===== config.mk =====
export PLATFORM = sky130hd
export DESIGN_NAME = pdm_route
export DESIGN_NICKNAME = d
export VERILOG_FILES = /design/src/pdm_pkg.sv /design/src/pdm_route.sv
export SDC_FILE = /design/constraint.sdc
export NUM_CORES = 1
export LEC_CHECK = 0
export BUFFER_PORTS_ARGS = -buffer_cell sky130_fd_sc_hd__buf_2
export CAP_MARGIN = 20
export CORE_MARGIN = 10
export CORE_UTILIZATION = 28
export CTS_BUF_LIST = sky130_fd_sc_hd__clkbuf_8
export CTS_CLUSTER_SIZE = 25
export DETAILED_ROUTE_END_ITERATION = 8
export GPL_TIMING_DRIVEN = 0
export PLACE_DENSITY = 0.48
export REMOVE_ABC_BUFFERS = 1
export SETUP_SLACK_MARGIN = 0.15
export SYNTH_ARGS = -nofsm -noshare
export SYNTH_HDL_FRONTEND = slang
export SYNTH_SLANG_ARGS = --single-unit
export TNS_END_PERCENT = 30

===== constraint.sdc =====
create_clock -name clk -period 3.6 [get_ports clk]
set_input_delay 0.36 -clock clk [delete_from_list [all_inputs] [get_ports clk]]
set_output_delay 0.36 -clock clk [all_outputs]
set_load 0.02 [all_outputs]

===== src/pdm_pkg.sv =====
// Constants for the port data multiplexer routing block.
// Assumes a byte-addressed register port with 32-bit words.
package pdm_pkg;
   // ----------------------------------------
   // Register byte addresses
   // ----------------------------------------
   localparam logic [7:0] ADR_CTRL  = 8'h00;
   localparam logic [7:0] ADR_DIR   = 8'h04;
   localparam logic [7:0] ADR_XSYS  = 8'h08;
   localparam logic [7:0] ADR_XTX   = 8'h0C;
   localparam logic [7:0] ADR_PU    = 8'h10;
   localparam logic [7:0] ADR_PD    = 8'h14;
   localparam logic [7:0] ADR_DETEN = 8'h18;
   localparam logic [7:0] ADR_ISTAT = 8'h1C;
   localparam logic [7:0] ADR_IMASK = 8'h20;
   localparam logic [7:0] ADR_STAT  = 8'h24;
   // ----------------------------------------
   // Control register fields
   // ----------------------------------------
   localparam int CT_PAIR_LSB = 0;
   localparam int CT_SBU_LSB  = 4;
   localparam int CT_LSXPASS  = 8;
   localparam int CT_UEN_LSB  = 9;
   localparam int CT_BUFEN    = 12;
   localparam int CT_W        = 13;
   localparam logic [12:0] CTRL_RST = 13'h1000;
   // ----------------------------------------
   // Pair and sideband source codes
   // ----------------------------------------
   localparam logic [3:0] SRC_NONE  = 4'h0;
   localparam logic [3:0] SRC_ROOT  = 4'h1;
   localparam logic [3:0] SRC_EP    = 4'h2;
   localparam logic [3:0] SRC_SWD   = 4'h3;
   localparam logic [3:0] SRC_DBG_A = 4'h4;
   localparam logic [3:0] SRC_DBG_B = 4'h5;
   localparam logic [3:0] SRC_AUX   = 4'h6;
   localparam logic [3:0] SRC_CORE  = 4'h7;
   localparam logic [2:0] SB_NONE   = 3'h0;
   localparam logic [2:0] SB_LSX    = 3'h5;
   localparam logic [2:0] SB_CORE   = 3'h6;
   // ----------------------------------------
   // Pin indices and crossbar
   // ----------------------------------------
   localparam int PIN_TDP = 0;
   localparam int PIN_TDM = 1;
   localparam int PIN_BDP = 2;
   localparam int PIN_BDM = 3;
   localparam int PIN_SBA = 4;
   localparam int PIN_SBB = 5;
   localparam int SYS_URX = 0;
   localparam int SYS_UTX = 1;
   localparam int SYS_LP2R = 2;
   localparam int SYS_LR2P = 3;
   localparam int XB_NODES = 9;
   localparam logic [5:0]  DIR_RST  = 6'h02;
   localparam logic [23:0] XSYS_RST = 24'hFFFF0F;
   localparam logic [11:0] XTX_RST  = 12'hFFF;
endpackage : pdm_pkg


===== src/pdm_route.sv =====
// Routing control of the port data multiplexer: pair, sideband,
// crossbar, pulls, clamps and transition detectors.
// Assumes pin inputs synchronous to clk and a plain register port.
`timescale 1ns/1ns
module pdm_route
   import pdm_pkg::*;
(
   // Clock and reset
   input  wire logic        clk,
   input  wire logic        reset_n,
   // Register port
   input  wire logic [7:0]  addr,
   input  wire logic [31:0] wdata,
   input  wire logic        wr,
   input  wire logic        rd,
   output logic      [31:0] rdata,
   // Detected cable orientation, high when flipped
   input  wire logic        cable_flip,
   // Port pins (top D+, top D-, bottom D+, bottom D-, sideband a, b)
   input  wire logic [5:0]  port_in,
   output logic      [5:0]  port_out,
   output logic      [5:0]  port_oe,
   // Crossbar system pins (uart rx, uart tx, aux serial p2s, s2p, gpio0, gpio1)
   input  wire logic [5:0]  sys_in,
   output logic      [5:0]  sys_out,
   output logic      [5:0]  sys_oe,
   // Analog switch controls
   output logic      [3:0]  top_src,
   output logic      [3:0]  bot_src,
   output logic      [2:0]  sbu_src,
   output logic             sbu_swap,
   output logic             lsx_pass,
   output logic      [5:0]  pull_up,
   output logic      [5:0]  pull_dn,
   output logic      [5:0]  clamp_en,
   // Interrupt
   output logic             irq
);
   // ----------------------------------------
   // Registers
   // ----------------------------------------
   logic [CT_W-1:0] ctrl;
   logic [5:0]      dir;
   logic [23:0]     xsys;
   logic [11:0]     xtx;
   logic [5:0]      det_en;
   logic [5:0]      istat;
   logic [5:0]      imask;
   logic [5:0]      port_s;
   logic [5:0]      port_p;
   logic [5:0]      sys_s;
   logic            orient;
   logic [5:0]      ev;
   logic [5:0]      next_istat;
   logic [8:0]      nodes;
   logic [3:0]      pair_sel;
   logic [2:0]      sbu_sel;
   logic [2:0]      uen;
   logic            buf_en;
   logic            lsx_byp;
   logic            wr_ctrl;

   assign pair_sel = ctrl[CT_PAIR_LSB +: 4];
   assign sbu_sel  = ctrl[CT_SBU_LSB +: 3];
   assign uen      = ctrl[CT_UEN_LSB +: 3];
   assign buf_en   = ctrl[CT_BUFEN];
   assign lsx_byp  = ctrl[CT_LSXPASS];
   assign wr_ctrl  = wr && addr == ADR_CTRL;

   // ----------------------------------------
   // Crossbar source pick
   // ----------------------------------------
   function automatic logic pick(input logic [8:0] n, input logic [3:0] s);
      logic r;
      r = 1'b0;
      if (s < 4'(XB_NODES)) begin
         r = n[s];
      end
      return r;
   endfunction : pick

   // ----------------------------------------
   // Register writes
   // ----------------------------------------
   always_ff @(posedge clk or negedge reset_n) begin
      if (!reset_n) begin
         ctrl    <= CTRL_RST;
         dir     <= DIR_RST;
         xsys    <= XSYS_RST;
         xtx     <= XTX_RST;
         pull_up <= 6'h00;
         pull_dn <= 6'h00;
         det_en  <= 6'h00;
         imask   <= 6'h00;
      end else if (wr) begin
         unique case (addr)
            ADR_CTRL:  ctrl    <= wdata[CT_W-1:0];
            ADR_DIR:   dir     <= wdata[5:0];
            ADR_XSYS:  xsys    <= wdata[23:0];
            ADR_XTX:   xtx     <= wdata[11:0];
            ADR_PU:    pull_up <= wdata[5:0];
            ADR_PD:    pull_dn <= wdata[5:0];
            ADR_DETEN: det_en  <= wdata[5:0];
            ADR_IMASK: imask   <= wdata[5:0];
            default: ;
         endcase
      end
   end

   // ----------------------------------------
   // Read port
   // ----------------------------------------
   always_ff @(posedge clk or negedge reset_n) begin
      if (!reset_n) begin
         rdata <= 32'h0000_0000;
      end else begin
         rdata <= 32'h0000_0000;
         if (rd) begin
            unique case (addr)
               ADR_CTRL:  rdata <= {19'h0, ctrl};
               ADR_DIR:   rdata <= {26'h0, dir};
               ADR_XSYS:  rdata <= {8'h0, xsys};
               ADR_XTX:   rdata <= {20'h0, xtx};
               ADR_PU:    rdata <= {26'h0, pull_up};
               ADR_PD:    rdata <= {26'h0, pull_dn};
               ADR_DETEN: rdata <= {26'h0, det_en};
               ADR_ISTAT: rdata <= {26'h0, istat};
               ADR_IMASK: rdata <= {26'h0, imask};
               ADR_STAT:  rdata <= {19'h0, orient, sys_s, port_s};
               default:   rdata <= 32'h0000_0000;
            endcase
         end
      end
   end

   // ----------------------------------------
   // Input sampling and orientation
   // ----------------------------------------
   always_ff @(posedge clk or negedge reset_n) begin
      if (!reset_n) begin
         port_s <= 6'h00;
         port_p <= 6'h00;
         sys_s  <= 6'h00;
         orient <= 1'b0;
      end else begin
         port_s <= port_in;
         port_p <= port_s;
         sys_s  <= sys_in;
         orient <= cable_flip;
      end
   end

   // Core serial receive lines; channel 2 follows the sideband swap
   assign nodes = {orient ? port_s[PIN_SBA] : port_s[PIN_SBB],
                   port_s[PIN_BDM], port_s[PIN_TDM], sys_s};

   // ----------------------------------------
   // Transition detectors and interrupt
   // ----------------------------------------
   assign ev = det_en & (port_s ^ port_p);

   always_comb begin
      next_istat = istat;
      if (wr && addr == ADR_ISTAT) begin
         next_istat = istat & ~wdata[5:0];
      end
      next_istat = next_istat | ev;  // Set wins over clear
   end

   always_ff @(posedge clk or negedge reset_n) begin
      if (!reset_n) begin
         istat <= 6'h00;
         irq   <= 1'b0;
      end else begin
         istat <= next_istat;
         irq   <= |(istat & imask);
      end
   end

   // ----------------------------------------
   // Analog switch selection and clamps
   // ----------------------------------------
   always_ff @(posedge clk or negedge reset_n) begin
      if (!reset_n) begin
         top_src  <= SRC_NONE;
         bot_src  <= SRC_NONE;
         sbu_src  <= SB_NONE;
         sbu_swap <= 1'b0;
         lsx_pass <= 1'b0;
         clamp_en <= 6'h00;
      end else begin
         // Core routes are tied to one pair each; others follow orientation
         top_src  <= (pair_sel == SRC_CORE || !orient) ? pair_sel : SRC_NONE;
         bot_src  <= (pair_sel == SRC_CORE || orient) ? pair_sel : SRC_NONE;
         sbu_src  <= sbu_sel;
         sbu_swap <= orient;
         lsx_pass <= lsx_byp && sbu_sel == SB_LSX;
         clamp_en[1:0] <= {2{(pair_sel == SRC_CORE || !orient) && pair_sel != SRC_NONE}};
         clamp_en[3:2] <= {2{(pair_sel == SRC_CORE || orient) && pair_sel != SRC_NONE}};
         clamp_en[5:4] <= {2{sbu_sel != SB_NONE}};
      end
   end

   // ----------------------------------------
   // Digital crossbar, system side
   // ----------------------------------------
   always_ff @(posedge clk or negedge reset_n) begin
      if (!reset_n) begin
         sys_out <= 6'h00;
         sys_oe  <= 6'h00;
      end else begin
         for (int i = 0; i < 6; i++) begin
            sys_out[i] <= pick(nodes, xsys[4*i +: 4]);
            sys_oe[i]  <= dir[i] && buf_en
                          && !(lsx_byp && (i == SYS_LP2R || i == SYS_LR2P));
         end
      end
   end

   // ----------------------------------------
   // Digital crossbar, port side transmit
   // ----------------------------------------
   always_ff @(posedge clk or negedge reset_n) begin
      if (!reset_n) begin
         port_out <= 6'h00;
         port_oe  <= 6'h00;
      end else begin
         port_out <= 6'h00;
         port_oe  <= 6'h00;
         port_out[PIN_TDP] <= pick(nodes, xtx[3:0]);
         port_oe[PIN_TDP]  <= uen[0] && buf_en && pair_sel == SRC_CORE;
         port_out[PIN_BDP] <= pick(nodes, xtx[7:4]);
         port_oe[PIN_BDP]  <= uen[1] && buf_en && pair_sel == SRC_CORE;
         if (orient) begin
            port_out[PIN_SBB] <= pick(nodes, xtx[11:8]);
            port_oe[PIN_SBB]  <= uen[2] && buf_en && sbu_sel == SB_CORE;
         end else begin
            port_out[PIN_SBA] <= pick(nodes, xtx[11:8]);
            port_oe[PIN_SBA]  <= uen[2] && buf_en && sbu_sel == SB_CORE;
         end
      end
   end
endmodule : pdm_route


# Word level (Yosys, flattened, before mapping)
# Index checks and enable logic that the tools add are counted.
# totals
register_bits,175
inputBits,57
output_inout_bits,88
# classes
magnitude_cmp,18
n_eq_ne,12
mux,37
n_bitwise,6
n_reduce_logical,34
# ops
op,n
24-bit case mux with 10 select lines,1
4-bit by 5-bit less-than comparator with 1-bit output (second input constant),9
1-bit binary-select mux with 4-bit select,9
4-bit less-than comparator (second input constant),9
8-bit by 5-bit equality test with 1-bit output (second input constant),4
24-bit 2-to-1 mux,1
1-bit 2-to-1 mux,23
6-bit AND,3
1-bit logical AND,18
8-bit by 4-bit equality test with 1-bit output (second input constant),2
8-bit by 6-bit equality test with 1-bit output (second input constant),2
2-bit AND reduction,8
8-bit by 3-bit equality test with 1-bit output (second input constant),1
8-bit logical NOT,1
4-bit 2-to-1 mux,2
3-bit equality test (second input constant),2
6-bit 2-to-1 mux,1
6-bit NOT,1
6-bit OR,1
6-bit OR reduction,1
6-bit XOR,1
4-bit by 3-bit equality test with 1-bit output (second input constant),1
4-bit nonzero test,1
3-bit nonzero test,1
other kinds (2),4

# Depth between registers and ports, before layout
# Gate-level depths: netlist (run 1).
# logic_depth
word_depth,5
mapped_depth,7
ltp_nobuf,5

# Worst setup path before layout (run 1)
# Ideal clock, no wire load.
# synth_path
kind,in2reg
from,input addr[4]
to,register det_en[0]
arrival_time_ns,1.676
t_required_ns,3.475
setup_slack_ns,1.799
stages,6
n_path_buf,2
path_cell_list,buf_2 nor2b_1 and2_0 and3_1 buf_2 mux2_2
# synth_via
elab_chain_cells,2
# synth_lines
element,line_no,rtl
"start, declared",pdm_route.sv:12,"input wire logic [7:0] addr,"
8-bit by 5-bit equality test with 1-bit output,pdm_route.sv:96,unique case (addr)
2-bit AND reduction (no source line),n/a,
"end signal, assigned",pdm_route.sv:103,ADR_DETEN: det_en <= wdata[5:0];
"end, declared",pdm_route.sv:46,logic [5:0] det_en;
# No other way between the ends.
# A chain may end at the register's enable or synchronous reset.

# Final worst setup path (run 1)
# layout_path
from,input addr[2]
to,register ctrl[5]
# layout_via
elab_chain_cells,2
# layout_lines
element,line_no,rtl
8-bit logical NOT,pdm_route.sv:96,
2-bit AND reduction (no source line),n/a,
"end signal, assigned",pdm_route.sv:97,ADR_CTRL: ctrl <= wdata[CT_W-1:0];
"end, declared",pdm_route.sv:42,logic [CT_W-1:0] ctrl;
# No other way between the ends.

==> metrics.txt, run 1 <==
Mapped Area 0.00733 sq mm; outcome complete, no violations; Hold WS 125 ps; Ant. Diodes 0; Async S/R FF share, synth 100%; min cycle time layout 2210 ps; Max FO, Critical Path 27; Max Freq 0.452 GHz; H-tree levels 4; overall power after layout 4.04 mW; all-layer global routing usage 12.7%; worst-margin pin slew 855 ps; Initial DRC Count 334; I/O Buffers 124; final layout net count 719; initial antenna violation count 1; Warnings, synthesis 0; pwr/cell area 457 mW/mm^2; Hold/Removal Path Class input pin to flip-flop; Synth Flop Type dfrtp_1; die height 182 microns; startpoint types input pin; met2 Resource Use GR 20.5%; Initial Utilization 28.3%; grt met3 use 3.40%; final setup fails 0; count leader, synth dfrtp_1; post-synthesis sequential area ratio 56.9%; share of Yosys cell area claimed by the top area cell type 44.7%; Post-synth EDFFs 0; Die ar. 0.0331 sq mm; Worst setup EP type flip-flop; GR Overflow Total 0; Yosys reg bits 165; Clock transition at path regs 100 ps; clock buffer depth 2; final hold vios 0; CP Cell Sequence buf_2 > nor2_2 > and3_1 > nand2_1 > mux2_2; met1 Track Usage GR 16.3%; Top-Level Pins 145; Max stage delay cell, worst path buf_2; post-route ant nets 0; Critical Path AT 2550 ps; drt drc 0; top cell family by delay on the critical path simple AND/OR/NAND/NOR gates; vias per cell 4.82; hold-fix buffers at CTS 14; worst-skew pair later-pin latency 460 ps; CTS tree done; Setup Buffers After CTS 0; share of layout cells above drive strength 1 45.3%; drt wl/cell 20.8 microns; crit path kind input pin to flip-flop; MaxCap Viol Count 0; WP buf/inv 1; final wirelength 21.0 mm; Period Utilization, post-route 61.5%; Synth cell types 47; crit-path max cell delay 600 ps; Max VDD drop 0.177 mV; synthesis-to-finish area growth 20.5%; largest net degree at the start of global routing 122; hpwl dp 15.0 mm; gpl congestion 0.827; cell count after placement 964; Syn Area/Cell 13.9 sq um; row count 59; final non-filler cell total 1010; clk sink count 165; largest area contributor in the netlist dfrtp_1; total CTS buffers 17; clk root buf clkbuf_8; Syn Inst Count 528; Lkg Pwr 4.14 nW; first-pass GRT wire length 32.4 mm; TNS Setup 0 ps; count of TritonRoute iterations in the first routing pass 5; Synth top cells by count 131 x dfrtp_1, 66 x mux2_2, 34 x dfstp_2; detailed-route via count 4865; max_slew headroom 41.4%; Worst Clk Skew 18.3 ps; Final Core Density 34.1%; Slew Viols, Final 0; critical path data required time 3940 ps; vias in the first global route 5416; busiest layer in global routing met2; number of gates resized after CTS 0; die width 182 microns; RSZ-0062 raised after global routing false; core area 0.0259 sq mm; Synth area leaders dfrtp_1 45%, dfstp_2 12%, mux2_2 10%
==> registers in the layout, indices dropped and copies added, names as in the netlist, 6 cells and up <==
signal and flops:
rdata 24, xsys 24, ctrl 13, xtx 12
det_en 6, dir 6, imask 6, istat 6
port_p 6, port_s 6, pull_dn 6, pull_up 6
sys_oe 6, sys_out 6, sys_s 6
==> cells in the final DEF (no fill, tap or decap), types with 2 or more instances in the layout <==
master,instances
inv_6,6
nand3_1,8
conb_1,12
o21ai_0,11
nand3b_1,2
o21a_1,2
a22o_1,7
bufinv_16,4
nor2b_1,10
dlygate4sd3_1,14
and2_1,17
mux4_2,24
a22oi_1,13
mux2_4,20
nand2_1,21
a31oi_1,2
and3b_1,2
clkinv_4,2
nor3_1,4
dfrtp_1,131
mux2_2,66
a221oi_1,3
buf_2,123
nor4_1,9
nor2_1,33
and4_1,2
inv_1,2
o21bai_1,2
dfstp_2,34
and3_1,6
mux2i_1,21
clkbuf_8,17
xor2_1,6
a21oi_1,17
nand4_1,2
==> worst reg2reg max path: cells and delay by family (launching register included) <==
kind / cells / cell delay, ps
compound gates: 1 / 140
buf+inv: 1 / 290
flops: 1 / 670
mux: 1 / 790
simple gates: 2 / 120
==> area by class of cell <==
| type | instances | area, sq um |
|---|---|---|
| multi-input combinational | 335 | 2970 |
| fill | 2579 | 17100 |
| sequential | 165 | 4170 |
| tap | 335 | 419 |
| clock inverter | 15 | 214 |
| clock buffer | 17 | 234 |
| timing repair buffer | 141 | 817 |
| inverter | 2 | 7.51 |
==> cells by family after synthesis <==
| kind of cell | after synthesis | share of synthesized area [%] |
|---|---|---|
| compound gates | 61 | 5.43 |
| xor+xnor | 6 | 0.717 |
| buf+inv | 39 | 3.16 |
| flops | 165 | 56.9 |
| mux | 131 | 24.5 |
| other cells | 1 | 0.0512 |
| simple gates | 125 | 9.27 |
==> routing by layer <==
layer,part of all wire (%),vias up
li1,-,2168
met1,45,2513
met2,48,165
met3,5.8,17
met4,1.2,2
met5,0.048,-
==> where the power goes <==
part / internal, mW / switching, mW / leakage, nW
Combinational: 0.201 / 0.229 / 1.82
Clock: 0.775 / 0.744 / 0.224
Sequential: 1.97 / 0.116 / 2.09
Total: 2.95 / 1.09 / 4.14
==> through the flow <==
step / area, sq um / worst slack, ps
2_1_floorplan: 7150 / 1680
3_3_place_gp: 8190 / -341
3_5_place_dp: 8240 / 905
4_1_cts: 8830 / 1400
5_1_grt: 8830 / 1320
6_report: 8830 / 1390
==> worst paths after layout <==
kind                            startpoint           to  slack, ps  cells past startpoint
worst max-delay path               addr[2]      ctrl[5]       1390                      5
worst min-delay path             wdata[21]     xsys[21]        130                      2
worst max register to register      orient  port_out[2]       1460                      5
worst min register to register   port_s[0]    port_p[0]        430                      0
max in group asynchronous          reset_n     imask[3]       2290                      3
min in group asynchronous          reset_n  port_out[5]        380                      2
No activity file was read; power rests on OpenSTA's default activity.
==> run 2, diff against run 1 <==
--- a/config.mk
+++ b/config.mk
@@ -5,6 +5,7 @@
 export SDC_FILE = /design/constraint.sdc
 export NUM_CORES = 1
 export LEC_CHECK = 0
+export ABC_AREA = 1
 export BUFFER_PORTS_ARGS = -buffer_cell sky130_fd_sc_hd__buf_2
 export CAP_MARGIN = 20
 export CORE_MARGIN = 10
@@ -13,7 +14,7 @@
 export CTS_CLUSTER_SIZE = 25
 export DETAILED_ROUTE_END_ITERATION = 8
 export GPL_TIMING_DRIVEN = 0
-export PLACE_DENSITY = 0.48
+export PLACE_DENSITY = 0.5
 export REMOVE_ABC_BUFFERS = 1
 export SETUP_SLACK_MARGIN = 0.15
 export SYNTH_ARGS = -nofsm -noshare
==> constraint.sdc (replaced) <==
create_clock -name clk -period 1.8 [get_ports clk]
set_input_delay 0.18 -clock clk [delete_from_list [all_inputs] [get_ports clk]]
set_output_delay 0.18 -clock clk [all_outputs]
set_load 0.02 [all_outputs]
==> metrics.txt, run 2 <==
outcome complete, no violations; worst-skew pair later-pin latency 470 ps; Hold Crit Start wdata[6]; Final Core Density 33.8%; critical path data required time 2210 ps; row count 60; count of TritonRoute iterations in the first routing pass 6; Die ar. 0.0344 sq mm; Post-synth EDFFs 0; Synth area leaders dfrtp_1 43%, dfstp_2 12%, nand2_1 9.1%; core area 0.0270 sq mm; Mapped Area 0.00767 sq mm; most common cell after layout, fill and taps aside nand2_1; Largest regs rdata (24), xsys (24), ctrl (13); share of layout cells above drive strength 1 26.9%; overall power after layout 7.46 mW; GR Overflow Total 0; min cycle time layout 1560 ps; Syn Area/Cell 8.81 sq um; vias per cell 4.59; gpl congestion 0.820; Warnings, synthesis 0; detailed-route via count 6241; Hold WS 3.35 ps; drt wl/cell 16.9 microns; R2R Path Start orient; Initial Utilization 28.5%; total CTS buffers 17; Ant. Diodes 0; Lkg Pwr 4.56 nW; vias in the first global route 6223; CTS tree done; Final WS setup 240 ps; RSZ-0062 raised after global routing true; crit path kind input pin to flip-flop; most frequent cells in the layout 185 x nand2_1, 130 x dfrtp_1, 123 x buf_2; I/O Buffers 124; post-synthesis sequential area ratio 54.4%; Synth Flop Type dfrtp_1; crit path launch addr[0]; initial antenna violation count 0; dpl ws -250 ps; TNS Setup 0 ps; largest net degree at the start of global routing 100; Worst setup EP type flip-flop; Max VDD drop 0.444 mV; share of Yosys cell area claimed by the top area cell type 42.7%; Top-Level Pins 145; Worst Clk Skew 15.3 ps; H-tree levels 4; max_slew headroom 54.0%; Yosys reg bits 165; Synth top cells by count 186 x nand2_1, 131 x dfrtp_1, 94 x nand3_1; Initial DRC Count 408; worst-margin pin slew 690 ps; final hold vios 0; die width 186 microns; Max FO, Critical Path 14; clock buffer depth 2; Critical Path AT 1970 ps; pwr/cell area 818 mW/mm^2; Max Freq 0.641 GHz; MaxCap Viol Count 0; all-layer global routing usage 13.6%; final wirelength 23.0 mm; count leader, synth nand2_1; synthesis-to-finish area growth 18.9%; Hold/Removal Path Class input pin to flip-flop; clk root buf clkbuf_8; final layout net count 1062; die height 186 microns; drt drc 0; Synth cell types 37; Clock transition at path regs 100 ps; largest area contributor in the netlist dfrtp_1; Period Utilization, post-route 86.7%; Slew Viols, Final 0; clk sink count 165; hpwl dp 15.7 mm; Async S/R FF share, synth 100%; Syn Inst Count 871; post-route ant nets 0; final setup fails 0; startpoint types input pin; first-pass GRT wire length 35.9 mm
-- run 2: cell count changes after synthesis, sizes merged, moves of 24 or more --
cell and change:
nand3 +87, nor2 +41, mux4 -24, nand2 +174, mux2 -86, o21ai +110
inv +97
-- run 2: through the flow --
| stage | area, sq um | instances |
|---|---|---|
| after floorplan | 7370 | 833 |
| after global placement | 8420 | 1298 |
| after detailed placement | 8450 | 1299 |
| after CTS | 9100 | 1358 |
| after global routing | 9120 | 1359 |
| final | 9120 | 1359 |
-- run 2: worst max-delay path, cell delays in order --
cell	delay, ps
buf_2	110
inv_2	40
nand2_2	120
nor2_2	570
nand2_1	360
o21ai_0	360
o21ai_0	140
inv_1	80
-- run 2: path summary, 6_finish.rpt --
path                         endpoint  slack (ps)  depth (start not counted)
hold reg to reg            sbu_src[2]         450                          0
max in group asynchronous      dir[1]         690                          3
min in group asynchronous  port_oe[0]         240                          2
hold / removal                 xtx[6]           3                          3
setup / recovery            rdata[12]         240                          8
setup reg to reg           sys_out[1]         280                          7
-- run 2: cells by family (layout without fill, tap and decap cells) --
| group | count (synthesis) | count (layout) | synth area share (%) |
|---|---|---|---|
| flip-flops | 165 | 165 | 54.4 |
| AO/OA/AOI/OAI | 167 | 167 | 13.4 |
| buffers and inverters | 149 | 285 | 9.43 |
| other | 1 | 12 | 0.0489 |
| AND/OR/NAND/NOR | 389 | 389 | 22.8 |
-- run 2: routing by layer --
layer	share of wire, %	track usage, %	vias to the layer above
met5	0	0	-
met4	0.93	2.86	0
met3	6.3	3.61	13
met2	48	21.9	164
met1	45	17.9	2981
li1	-	-	3083
-- run 2: repair_timing --
item	CTS	global route
endpoints found under the hold margin	70	2
setup endpoints to repair	5	5
hold buffers	27	1
gates resized for setup	5	2
setup buffers	0	0
-- run 2: report_power, final --
part | switching (mW) | internal, mW | total (mW)
Clock | 1.55 | 1.07 | 2.62
Combinational | 0.526 | 0.264 | 0.790
Sequential | 0.157 | 3.89 | 4.05
Total | 2.24 | 5.22 | 7.46
-- run 2: layout make-up --
| cell class | count | area [sq um] |
|---|---|---|
| flip-flops and latches | 165 | 4170 |
| repair buffers | 153 | 938 |
| clock inverters | 13 | 111 |
| fillers | 2834 | 17800 |
| inverters | 100 | 380 |
| multi-input cells | 568 | 2830 |
| clock buffers | 19 | 262 |
| well taps | 341 | 427 |
